==> config.mk <==
export PLATFORM = sky130hd
export DESIGN_NAME = tmc_timer
export DESIGN_NICKNAME = d
export VERILOG_FILES = /design/src/tmc_pkg.sv /design/src/tmc_mode_if.sv /design/src/tmc_filter.sv /design/src/tmc_mode_dec.sv /design/src/tmc_timer.sv
export VERILOG_INCLUDE_DIRS = /design/src /design/src/src
export SDC_FILE = /design/constraint.sdc
export NUM_CORES = 1
export LEC_CHECK = 0
export BUFFER_PORTS_ARGS = -buffer_cell sky130_fd_sc_hd__buf_2
export CORE_MARGIN = 3
export CORE_UTILIZATION = 55
export DETAILED_ROUTE_END_ITERATION = 10
export GPL_ROUTABILITY_DRIVEN = 0
export PLACE_DENSITY = 0.78
export SYNTH_ARGS = -nofsm -noshare
export SYNTH_HDL_FRONTEND = slang
export SYNTH_HIERARCHICAL = 1
export SYNTH_SLANG_ARGS = --single-unit
==> constraint.sdc <==
create_clock -name clk_in -period 4.25 [get_ports clk_in]
set_input_delay 0.425 -clock clk_in [delete_from_list [all_inputs] [get_ports clk_in]]
set_output_delay 0.425 -clock clk_in [all_outputs]
set_load 0.005 [all_outputs]
==> src/tmc_map.svh <==
`ifndef TMC_MAP_SVH
`define TMC_MAP_SVH
`define TMC_OFS_CTRL_A 8'h90
`define TMC_OFS_CTRL_B 8'h91
`define TMC_OFS_CAPTURE 8'h96
`define TMC_OFS_COMPARE_A 8'h98
`define TMC_OFS_COUNT 8'h94
`define TMC_OFS_STATUS 8'hA0
`define TMC_OFS_MASK 8'hA4
`define TMC_ADDR_OF(idx) ((idx) << 2)
`define TMC_CTRL_B_RESET 8'h00
`define TMC_B_FILTER_BIT 7
`define TMC_B_EDGE_BIT 6
`define TMC_B_MODE_HI 4
`define TMC_B_MODE_LO 3
`define TMC_B_CS_HI 2
`define TMC_FILTER_SAMPLES 4
`define TMC_TOP_MAX 16'hFFFF
`define TMC_TOP_8BIT 16'h00FF
`define TMC_TOP_9BIT 16'h01FF
`define TMC_TOP_10BIT 16'h03FF
`define TMC_ST_CAPTURE 0
`define TMC_ST_OVERFLOW 1
`endif

==> src/tmc_pkg.sv <==
package tmc_pkg;
    typedef enum logic [3:0] {
        TMC_NORMAL = 4'h1,
        TMC_CTC = 4'h2,
        TMC_PWM_PC = 4'h4,
        TMC_PWM_FAST = 4'h8
    } tmc_kind_t;
    typedef enum logic [2:0] {
        TMC_TOP_FIXED = 3'h1,
        TMC_TOP_CMP_A = 3'h2,
        TMC_TOP_CAPT = 3'h4
    } tmc_top_src_t;
    typedef enum logic [2:0] {
        TMC_AT_IMMEDIATE = 3'h1,
        TMC_AT_TOP = 3'h2,
        TMC_AT_BOTTOM = 3'h4
    } tmc_event_t;
    typedef enum logic [1:0] {
        TMC_UP = 2'h1,
        TMC_DOWN = 2'h2
    } tmc_dir_t;
endpackage : tmc_pkg

==> src/tmc_mode_if.sv <==
`timescale 1ns/1ps
interface tmc_mode_if;
    import tmc_pkg::*;
    logic [3:0] mode;
    tmc_kind_t kind;
    tmc_top_src_t top_src;
    tmc_event_t update_at;
    tmc_event_t ovf_at;
    logic [15:0] fixed_top;
    logic dual_slope;
    logic reserved;
    modport decoder (input mode, output kind, top_src, update_at, ovf_at, fixed_top,
        dual_slope, reserved);
    modport user (output mode, input kind, top_src, update_at, ovf_at, fixed_top,
        dual_slope, reserved);
endinterface : tmc_mode_if

==> src/tmc_filter.sv <==
`timescale 1ns/1ps
`include "tmc_map.svh"
module tmc_filter #(
    parameter int SAMPLES = `TMC_FILTER_SAMPLES
) (
    // Clock and reset
    input wire logic clk_in,
    input wire logic rst_in,
    // Sample stream
    input wire logic pin_in,
    output logic level_out
);
    // Pin itself is the newest sample, so the lag is SAMPLES clocks
    logic [SAMPLES-2:0] hist_reg;
    logic [SAMPLES-2:0] hist_next;
    logic [SAMPLES-1:0] window;
    logic level_reg;
    logic level_next;
    always_comb
    begin
        window = {hist_reg, pin_in};
        hist_next = window[SAMPLES-2:0];
        level_next = level_reg;
        if (&window)
            level_next = 1'b1;
        else if (~|window)
            level_next = 1'b0;
    end
    always_ff @(posedge clk_in)
    begin
        if (rst_in)
        begin
            hist_reg <= '0;
            level_reg <= 1'b0;
        end
        else
        begin
            hist_reg <= hist_next;
            level_reg <= level_next;
        end
    end
    assign level_out = level_reg;
endmodule : tmc_filter

==> src/tmc_mode_dec.sv <==
`timescale 1ns/1ps
`include "tmc_map.svh"
module tmc_mode_dec
    import tmc_pkg::*;
(
    tmc_mode_if.decoder mif
);
    always_comb
    begin
        mif.kind = TMC_NORMAL;
        mif.top_src = TMC_TOP_FIXED;
        mif.update_at = TMC_AT_IMMEDIATE;
        mif.ovf_at = TMC_AT_TOP;
        mif.fixed_top = `TMC_TOP_MAX;
        mif.dual_slope = 1'b0;
        mif.reserved = 1'b0;
        case (mif.mode)
            4'h0: mif.fixed_top = `TMC_TOP_MAX;
            4'h4:
            begin
                mif.kind = TMC_CTC;
                mif.top_src = TMC_TOP_CMP_A;
            end
            4'hC:
            begin
                mif.kind = TMC_CTC;
                mif.top_src = TMC_TOP_CAPT;
            end
            4'hD: mif.reserved = 1'b1;
            4'h1, 4'h2, 4'h3, 4'hA, 4'hB:
            begin
                mif.kind = TMC_PWM_PC;
                mif.update_at = TMC_AT_TOP;
                mif.ovf_at = TMC_AT_BOTTOM;
                mif.dual_slope = 1'b1;
                mif.fixed_top = (mif.mode == 4'h1) ? `TMC_TOP_8BIT :
                    (mif.mode == 4'h2) ? `TMC_TOP_9BIT : `TMC_TOP_10BIT;
                if (mif.mode == 4'hA)
                    mif.top_src = TMC_TOP_CAPT;
                else if (mif.mode == 4'hB)
                    mif.top_src = TMC_TOP_CMP_A;
            end
            4'h5, 4'h6, 4'h7, 4'hE, 4'hF:
            begin
                mif.kind = TMC_PWM_FAST;
                mif.update_at = TMC_AT_BOTTOM;
                mif.ovf_at = TMC_AT_TOP;
                mif.fixed_top = (mif.mode == 4'h5) ? `TMC_TOP_8BIT :
                    (mif.mode == 4'h6) ? `TMC_TOP_9BIT : `TMC_TOP_10BIT;
                if (mif.mode == 4'hE)
                    mif.top_src = TMC_TOP_CAPT;
                else if (mif.mode == 4'hF)
                    mif.top_src = TMC_TOP_CMP_A;
            end
            4'h8, 4'h9:
            begin
                mif.kind = TMC_PWM_PC;
                mif.update_at = TMC_AT_BOTTOM;
                mif.ovf_at = TMC_AT_BOTTOM;
                mif.dual_slope = 1'b1;
                mif.top_src = (mif.mode == 4'h8) ? TMC_TOP_CAPT : TMC_TOP_CMP_A;
            end
            default: mif.reserved = 1'b1;
        endcase
    end
endmodule : tmc_mode_dec

==> src/tmc_timer.sv <==
// Implementation choice: the AHB-Lite interface to the registers.
`timescale 1ns/1ps
`include "tmc_map.svh"
// Function
// - Mode 0 normal, 4/12 clear-on-match, immediate update, overflow at MAX, 13 reserved
// - Modes 1-3,10,11 phase-correct; update at TOP, overflow at BOTTOM
// - Modes 5-7,14,15 fast PWM; update at BOTTOM, overflow at TOP
// - Filter output changes after four equal consecutive pin samples
// - Filtered capture lags unfiltered path by four clocks
// - Edge select zero means falling edge, one means rising
// - Capture copies counter and sets flag; interrupt only if enabled
// - Capture disabled while capture register is TOP
// - Clock select 000 stops the counter
// - Selects 001-101 give divide by 1, 8, 64, 256, 1024
// - Control B: filter 7, edge 6, mode 4:3, clock select 2:0
// - Selects 110/111 count external pin falling/rising edges
// - Mode joins two bits of control A with two of control B
module tmc_timer
    import tmc_pkg::*;
#(
    parameter int PRESCALE_W = 10
) (
    // Clock and reset
    input wire logic clk_in,
    input wire logic rst_in,
    // AHB-Lite slave
    input wire logic hsel_in,
    input wire logic [31:0] haddr_in,
    input wire logic [1:0] htrans_in,
    input wire logic hwrite_in,
    input wire logic [2:0] hsize_in,
    input wire logic [31:0] hwdata_in,
    input wire logic hready_in,
    output logic [31:0] hrdata_out,
    output logic hreadyout_out,
    output logic hresp_out,
    // Pins
    input wire logic capture_pin_in,
    input wire logic ext_clock_pin_in,
    // Interrupt and status
    output logic irq_out,
    output logic [15:0] count_out
);
    tmc_mode_if mif();
    logic [7:0] ctrl_a_reg, ctrl_a_next;
    logic [7:0] ctrl_b_reg, ctrl_b_next;
    logic [15:0] count_reg, count_next;
    logic [15:0] capture_reg, capture_next;
    logic [15:0] cmp_a_reg, cmp_a_next;
    logic [15:0] cmp_a_buf_reg, cmp_a_buf_next;
    logic [1:0] status_reg, status_next;
    logic [1:0] mask_reg, mask_next;
    tmc_dir_t dir_reg, dir_next;
    logic [PRESCALE_W-1:0] pre_reg, pre_next;
    logic ext_reg, ext_next;
    logic cap_prev_reg, cap_prev_next;
    logic [31:0] rdata_reg, rdata_next;
    logic wr_pend_reg, wr_pend_next;
    logic [7:0] wr_idx_reg, wr_idx_next;
    logic filt_level;
    logic cap_src, cap_edge, tick, top_hit, bottom_hit;
    logic [15:0] top_val;
    logic addr_ok;
    logic [7:0] rd_idx;
    logic [2:0] cs;
    logic [1:0] st_set;
    assign mif.mode = {ctrl_b_reg[`TMC_B_MODE_HI:`TMC_B_MODE_LO], ctrl_a_reg[1:0]};
    tmc_mode_dec u_dec (
        .mif(mif)
    );
    tmc_filter #(.SAMPLES(`TMC_FILTER_SAMPLES)) u_filt (
        .clk_in(clk_in),
        .rst_in(rst_in),
        .pin_in(capture_pin_in),
        .level_out(filt_level)
    );
    assign cs = ctrl_b_reg[`TMC_B_CS_HI:0];
    always_comb
    begin
        case (mif.top_src)
            TMC_TOP_CMP_A: top_val = cmp_a_reg;
            TMC_TOP_CAPT: top_val = capture_reg;
            default: top_val = mif.fixed_top;
        endcase
    end
    always_comb
    begin
        pre_next = (cs == 3'b000) ? '0 : PRESCALE_W'(pre_reg + 1'b1);
        ext_next = ext_clock_pin_in;
        case (cs)
            3'b001: tick = 1'b1;
            3'b010: tick = (pre_reg[2:0] == 3'h7);
            3'b011: tick = (pre_reg[5:0] == 6'h3F);
            3'b100: tick = (pre_reg[7:0] == 8'hFF);
            3'b101: tick = (pre_reg[9:0] == 10'h3FF);
            3'b110: tick = ext_reg & ~ext_clock_pin_in;
            3'b111: tick = ~ext_reg & ext_clock_pin_in;
            default: tick = 1'b0;
        endcase
    end
    assign top_hit = (count_reg == top_val);
    assign bottom_hit = (count_reg == 16'h0000);
    assign cap_src = ctrl_b_reg[`TMC_B_FILTER_BIT] ? filt_level : capture_pin_in;
    // Edge pick, off when capture is TOP
    assign cap_edge = (mif.top_src != TMC_TOP_CAPT) &&
        (ctrl_b_reg[`TMC_B_EDGE_BIT] ? (~cap_prev_reg & cap_src) : (cap_prev_reg & ~cap_src));
    // Counter and events
    always_comb
    begin
        count_next = count_reg;
        dir_next = dir_reg;
        cmp_a_next = cmp_a_reg;
        capture_next = capture_reg;
        status_next = status_reg;
        cap_prev_next = cap_src;
        st_set = 2'b00;
        if (tick && !mif.reserved)
        begin
            if (mif.dual_slope)
            begin
                if (dir_reg == TMC_UP && top_hit)
                begin
                    dir_next = TMC_DOWN;
                    count_next = 16'(count_reg - 1'b1);
                end
                else if (dir_reg == TMC_DOWN && bottom_hit)
                begin
                    dir_next = TMC_UP;
                    count_next = 16'(count_reg + 1'b1);
                end
                else
                    count_next = (dir_reg == TMC_UP) ? 16'(count_reg + 1'b1)
                        : 16'(count_reg - 1'b1);
            end
            else
            begin
                dir_next = TMC_UP;
                count_next = top_hit ? 16'h0000 : 16'(count_reg + 1'b1);
            end
            if ((mif.ovf_at == TMC_AT_TOP && top_hit && mif.kind != TMC_CTC) ||
                (mif.kind == TMC_CTC && count_reg == `TMC_TOP_MAX) ||
                (mif.ovf_at == TMC_AT_BOTTOM && bottom_hit && dir_reg == TMC_DOWN))
                st_set[`TMC_ST_OVERFLOW] = 1'b1;
            if ((mif.update_at == TMC_AT_TOP && top_hit) ||
                (mif.update_at == TMC_AT_BOTTOM && bottom_hit))
                cmp_a_next = cmp_a_buf_reg;
        end
        if (mif.update_at == TMC_AT_IMMEDIATE)
            cmp_a_next = cmp_a_buf_reg;
        if (cap_edge)
        begin
            capture_next = count_reg;
            st_set[`TMC_ST_CAPTURE] = 1'b1;
        end
        // Bus writes; set wins over clear
        if (wr_pend_reg)
        begin
            if (wr_idx_reg == `TMC_OFS_COUNT)
                count_next = hwdata_in[15:0];
            if (wr_idx_reg == `TMC_OFS_CAPTURE && !cap_edge)
                capture_next = hwdata_in[15:0];
            if (wr_idx_reg == `TMC_OFS_STATUS)
                status_next = status_reg & ~hwdata_in[1:0];
        end
        status_next = status_next | st_set;
    end
    // Register file
    assign addr_ok = (haddr_in[1:0] == 2'b00) && (haddr_in[31:10] == 22'h0);
    assign rd_idx = haddr_in[9:2];
    always_comb
    begin
        ctrl_a_next = ctrl_a_reg;
        ctrl_b_next = ctrl_b_reg;
        cmp_a_buf_next = cmp_a_buf_reg;
        mask_next = mask_reg;
        wr_pend_next = 1'b0;
        wr_idx_next = wr_idx_reg;
        rdata_next = rdata_reg;
        if (wr_pend_reg)
        begin
            case (wr_idx_reg)
                `TMC_OFS_CTRL_A: ctrl_a_next = {hwdata_in[7:4], 2'b00, hwdata_in[1:0]};
                `TMC_OFS_CTRL_B: ctrl_b_next = {hwdata_in[7:6], 1'b0, hwdata_in[4:0]};
                `TMC_OFS_COMPARE_A: cmp_a_buf_next = hwdata_in[15:0];
                `TMC_OFS_MASK: mask_next = hwdata_in[1:0];
                default: ;
            endcase
        end
        if (hsel_in && hready_in && htrans_in[1] && addr_ok)
        begin
            if (hwrite_in)
            begin
                wr_pend_next = 1'b1;
                wr_idx_next = rd_idx;
            end
            else
            begin
                case (rd_idx)
                    `TMC_OFS_CTRL_A: rdata_next = {24'h0, ctrl_a_reg};
                    `TMC_OFS_CTRL_B: rdata_next = {24'h0, ctrl_b_reg};
                    `TMC_OFS_COUNT: rdata_next = {16'h0, count_reg};
                    `TMC_OFS_CAPTURE: rdata_next = {16'h0, capture_reg};
                    `TMC_OFS_COMPARE_A: rdata_next = {16'h0, cmp_a_buf_reg};
                    `TMC_OFS_STATUS: rdata_next = {30'h0, status_reg};
                    `TMC_OFS_MASK: rdata_next = {30'h0, mask_reg};
                    default: rdata_next = 32'h0000_0000;
                endcase
            end
        end
    end
    always_ff @(posedge clk_in)
    begin
        if (rst_in)
        begin
            ctrl_a_reg <= 8'h00;
            ctrl_b_reg <= `TMC_CTRL_B_RESET;
            count_reg <= 16'h0000;
            capture_reg <= 16'h0000;
            cmp_a_reg <= 16'h0000;
            cmp_a_buf_reg <= 16'h0000;
            status_reg <= 2'b00;
            mask_reg <= 2'b00;
            dir_reg <= TMC_UP;
            pre_reg <= '0;
            ext_reg <= 1'b0;
            cap_prev_reg <= 1'b0;
            rdata_reg <= 32'h0000_0000;
            wr_pend_reg <= 1'b0;
            wr_idx_reg <= 8'h00;
        end
        else
        begin
            ctrl_a_reg <= ctrl_a_next;
            ctrl_b_reg <= ctrl_b_next;
            count_reg <= count_next;
            capture_reg <= capture_next;
            cmp_a_reg <= cmp_a_next;
            cmp_a_buf_reg <= cmp_a_buf_next;
            status_reg <= status_next;
            mask_reg <= mask_next;
            dir_reg <= dir_next;
            pre_reg <= pre_next;
            ext_reg <= ext_next;
            cap_prev_reg <= cap_prev_next;
            rdata_reg <= rdata_next;
            wr_pend_reg <= wr_pend_next;
            wr_idx_reg <= wr_idx_next;
        end
    end
    assign irq_out = |(status_reg & mask_reg);
    assign hrdata_out = rdata_reg;
    assign hreadyout_out = 1'b1;
    assign hresp_out = 1'b0;
    assign count_out = count_reg;
endmodule : tmc_timer

==> results.cfg <==
[timing]
timing.setup.tns_ns = 0
report.final.slew_viol_count = 0
hold_violations = 0
fin_crit_ns = 3.96
hold_slack_ns = 0.257
timing.final.setup_violations = 0
skew_ns = 0.00656
slew-limit-headroom_pct = 19.6
min_period_over_period_pct = 93.2
timing.fmax_mhz = 252
rsz0062_at_grt = no
timing_worst_slew_pin_value_ns = 1.20

[placed_design]
post-dp-hpwl_um = 17200
io_buffer_count = 88

[finish]
final_util_pct = 64.3
drive_gt1_share_pct = 17.7
fillCellCount = 1206
layout-area-overhead-vs-synth_pct = 13.5
layout_commonest_cell = sky130_fd_sc_hd__nor2_1
layout_common_cells = sky130_fd_sc_hd__nor2_1, sky130_fd_sc_hd__dfxtp_1, sky130_fd_sc_hd__mux2i_1, sky130_fd_sc_hd__buf_2, sky130_fd_sc_hd__nand2_1
final_net_count = 1150
count_of_antenna_diodes_in_the_layout = 0

[clock_network]
cts_inserted_buffers = 17
cts_tree = yes
clk_path_buf_depth = 2
cts_num_sinks = 124
clk_pin_slew_ns = 0.06
htree_num_levels = 4
insertion_delay_ns = 0.43
cts_root_buf = sky130_fd_sc_hd__clkbuf_16

[synthesis]
synth_top_flop_cell = sky130_fd_sc_hd__dfxtp_1
async_flop_share_pct = 0
synth_enable_flop_cells = 0
synth.yosys.warnings = 6
synth_top_area_share_pct = 30.1
largest_cells_by_area_after_synthesis = sky130_fd_sc_hd__dfxtp_1, sky130_fd_sc_hd__mux2i_1, sky130_fd_sc_hd__nor2_1
synth-seq-cells = 124
seq_area_frac_synth_pct = 30.1
syn-cell-area_um2 = 8260
syn_inst = 1005
synth_cell_types = 73
synthDominantAreaCellType = sky130_fd_sc_hd__dfxtp_1
synth_area_per_cell_um2 = 8.22

[detailed_routing]
dr_total_vias = 7919
vias_per_cell = 6.26
finalWirelength_um = 24700
post_drt_wl_per_cell_um = 19.5
drt_iter0_markers = 708
antenna_violating_nets_post_route = 0
detail_route.drc_violations = 0
drt_pre_antenna_iters = 7

[critical_path]
maximum_fanout_along_the_worst_path = 21
crit_family = simple AND/OR/NAND/NOR gates
required_ns = 4.54
timing.rr.end = count_out[10]
worst_setup_path_end_kind = flop
worstPathCellList = inv_1, nor2_2, buf_4, nor2b_2, a221oi_1, o31a_1, nor4_1, a32oi_1, or4_4, a21oi_4, mux2i_1, mux2i_1, o221ai_1
timing.critical_path.to = count_out[10]
worstPathBufferInverterCount = 2
critical_path_class = reg2reg
critPathMaxStageDelay_ns = 0.67
setup.reg_to_reg.worst_slack_ns = 0.29
worstSetupStartpointType = flop
regToRegStartpoint = ctrl_b_reg[4]
critical_path.slowest_cell = sky130_fd_sc_hd__or4_4
worstSetupPathDepth = 13
worst_path_most_repeated_cell = sky130_fd_sc_hd__mux2i_1
worstRegToRegCells = 13
cp_launch_point = ctrl_b_reg[4]
critical_path_arrival_ns = 4.26

[global_route]
global_route_wire_length_before_repair_um = 39100
grt_antenna_before_repair = 0
global_route.usage.total_pct = 29.7
number_of_global_route_vias_before_repair = 7504
grt_max_degree = 114
globalRouteOverflowTotal = 0

[floorplan]
design.portCount = 127
initial_core_util_pct = 56.6
die_width_um = 129
row_count = 44
die_height_um = 129
core_um2 = 14600
die_area_um2 = 16500

[run]
cap_violations = 0

[power_and_ir_drop]
power_density_nw_per_um2 = 315
leakagePower_nw = 3.89
ir_worst_vdd_mv = 0.260

[min_path]
worstHoldPathType = in2reg

[outcome]
status = complete, no violations
-- how the worst min path moves through the flow --
stage,startpoint,endpoint,slack (ns),depth (start not counted)
finish,ext_clock_pin_in,ext_reg,0.26,2
global route,ext_clock_pin_in,ext_reg,0.27,2
CTS,ext_clock_pin_in,ext_reg,0.26,2
detailed placement,u_filt/level_out,u_filt/level_out,0.45,2
global placement,pre_reg[0],pre_reg[0],0.44,1
floorplan,pre_reg[0],pre_reg[0],0.43,1
-- cell usage after synthesis (4+ instances only) --
master                       n
sky130_fd_sc_hd__nor4_1     15
sky130_fd_sc_hd__ha_1        5
sky130_fd_sc_hd__clkbuf_1   51
sky130_fd_sc_hd__o32ai_1     4
sky130_fd_sc_hd__and3_1     12
sky130_fd_sc_hd__o22ai_1     9
sky130_fd_sc_hd__o21a_1      9
sky130_fd_sc_hd__nand2b_1   39
sky130_fd_sc_hd__o221ai_1   13
sky130_fd_sc_hd__a31oi_1     6
sky130_fd_sc_hd__a21oi_1    28
sky130_fd_sc_hd__nand4_1     7
sky130_fd_sc_hd__dfxtp_1   124
sky130_fd_sc_hd__nand3_1    24
sky130_fd_sc_hd__nor2_1    130
sky130_fd_sc_hd__mux2_2      9
sky130_fd_sc_hd__nor3b_1     7
sky130_fd_sc_hd__xor2_1     12
sky130_fd_sc_hd__a222oi_1    4
sky130_fd_sc_hd__nand3b_1    8
sky130_fd_sc_hd__o21ai_0    29
sky130_fd_sc_hd__conb_1      4
sky130_fd_sc_hd__nand2_1    53
sky130_fd_sc_hd__buf_6      10
sky130_fd_sc_hd__a32oi_1     6
sky130_fd_sc_hd__buf_1       4
sky130_fd_sc_hd__nor4b_1     7
sky130_fd_sc_hd__and3b_1     4
sky130_fd_sc_hd__o21bai_1    7
sky130_fd_sc_hd__or3_1       8
sky130_fd_sc_hd__and2_1      5
sky130_fd_sc_hd__o211ai_1   12
sky130_fd_sc_hd__nor3_1     28
sky130_fd_sc_hd__a211oi_1   26
sky130_fd_sc_hd__buf_4      36
sky130_fd_sc_hd__inv_1      25
sky130_fd_sc_hd__o21ai_1     4
sky130_fd_sc_hd__xnor2_1    15
sky130_fd_sc_hd__a221o_1     4
sky130_fd_sc_hd__nor2b_1    17
sky130_fd_sc_hd__buf_2       5
sky130_fd_sc_hd__mux2i_1   121
sky130_fd_sc_hd__a221oi_1    4
-- routing by layer --
metal  up-vias  routed length [µm]  GRT usage (%)  share of wire [%]
li1       3706                   -              -                  -
met1      3700                9940           37.8                 40
met2       419               11000           45.7                 45
met3        94                2530           8.88                 10
met4         0                1220           15.4                4.9
met5         -                   0              0                  0
-- cells by family after synthesis --
kind of cell	Yosys count	synth area share (%)
buffers and inverters	132	8.62
xor gates and xnor gates	27	2.86
AOI/OAI and AO/OA	204	18.2
DFF	124	30.1
muxes	130	15.9
and+or+nand+nor	379	23.4
adders and majority gates	5	0.757
other	4	0.182
-- layout make-up --
type | count | area [µm²] | area share [%]
clock buffer | 18 | 429 | 4.58
clock inverter | 14 | 205 | 2.19
inverter | 26 | 97.6 | 1.04
multi-input combinational | 772 | 5180 | 55.2
sequential | 124 | 2480 | 26.5
tap | 184 | 230 | 2.45
timing repair buffer | 128 | 756 | 8.06
-- metrics by stage --
stage	power (mW)	area (µm²)	cells	setup WS, ns
after global routing	3.02	9380	1266	0.0482
final	2.95	9380	1266	0.289
after detailed placement	1.39	8720	1232	0.226
after global placement	1.39	8720	1232	0.305
after floorplan	1.33	8350	1028	0.557
after CTS	2.95	9360	1264	0.229
-- worst register-to-register path, stage by stage, from the launching register on --
cell and delay [ns]:
sky130_fd_sc_hd__dfxtp_1 0.42, sky130_fd_sc_hd__inv_1 0.15, sky130_fd_sc_hd__nor2_2 0.18, sky130_fd_sc_hd__buf_4 0.28
sky130_fd_sc_hd__nor2b_2 0.35, sky130_fd_sc_hd__a221oi_1 0.14, sky130_fd_sc_hd__o31a_1 0.32, sky130_fd_sc_hd__nor4_1 0.27
sky130_fd_sc_hd__a32oi_1 0.14, sky130_fd_sc_hd__or4_4 0.67, sky130_fd_sc_hd__a21oi_4 0.32, sky130_fd_sc_hd__mux2i_1 0.27
sky130_fd_sc_hd__mux2i_1 0.21, sky130_fd_sc_hd__o221ai_1 0.12
-- report_power, final --
part | switching [mW] | internal, mW
clock network | 0.588 | 0.995
logic | 0.118 | 0.0746
registers | 0.0106 | 1.17
total | 0.717 | 2.24
-- timing repair --
action	CTS	global route
endpoints found under the setup margin	0	10
hold endpoints to repair	0	0
hold buffers	0	0
setup buffers	0	2
resized for setup	0	3
No activity file was read; power rests on OpenSTA's default activity.
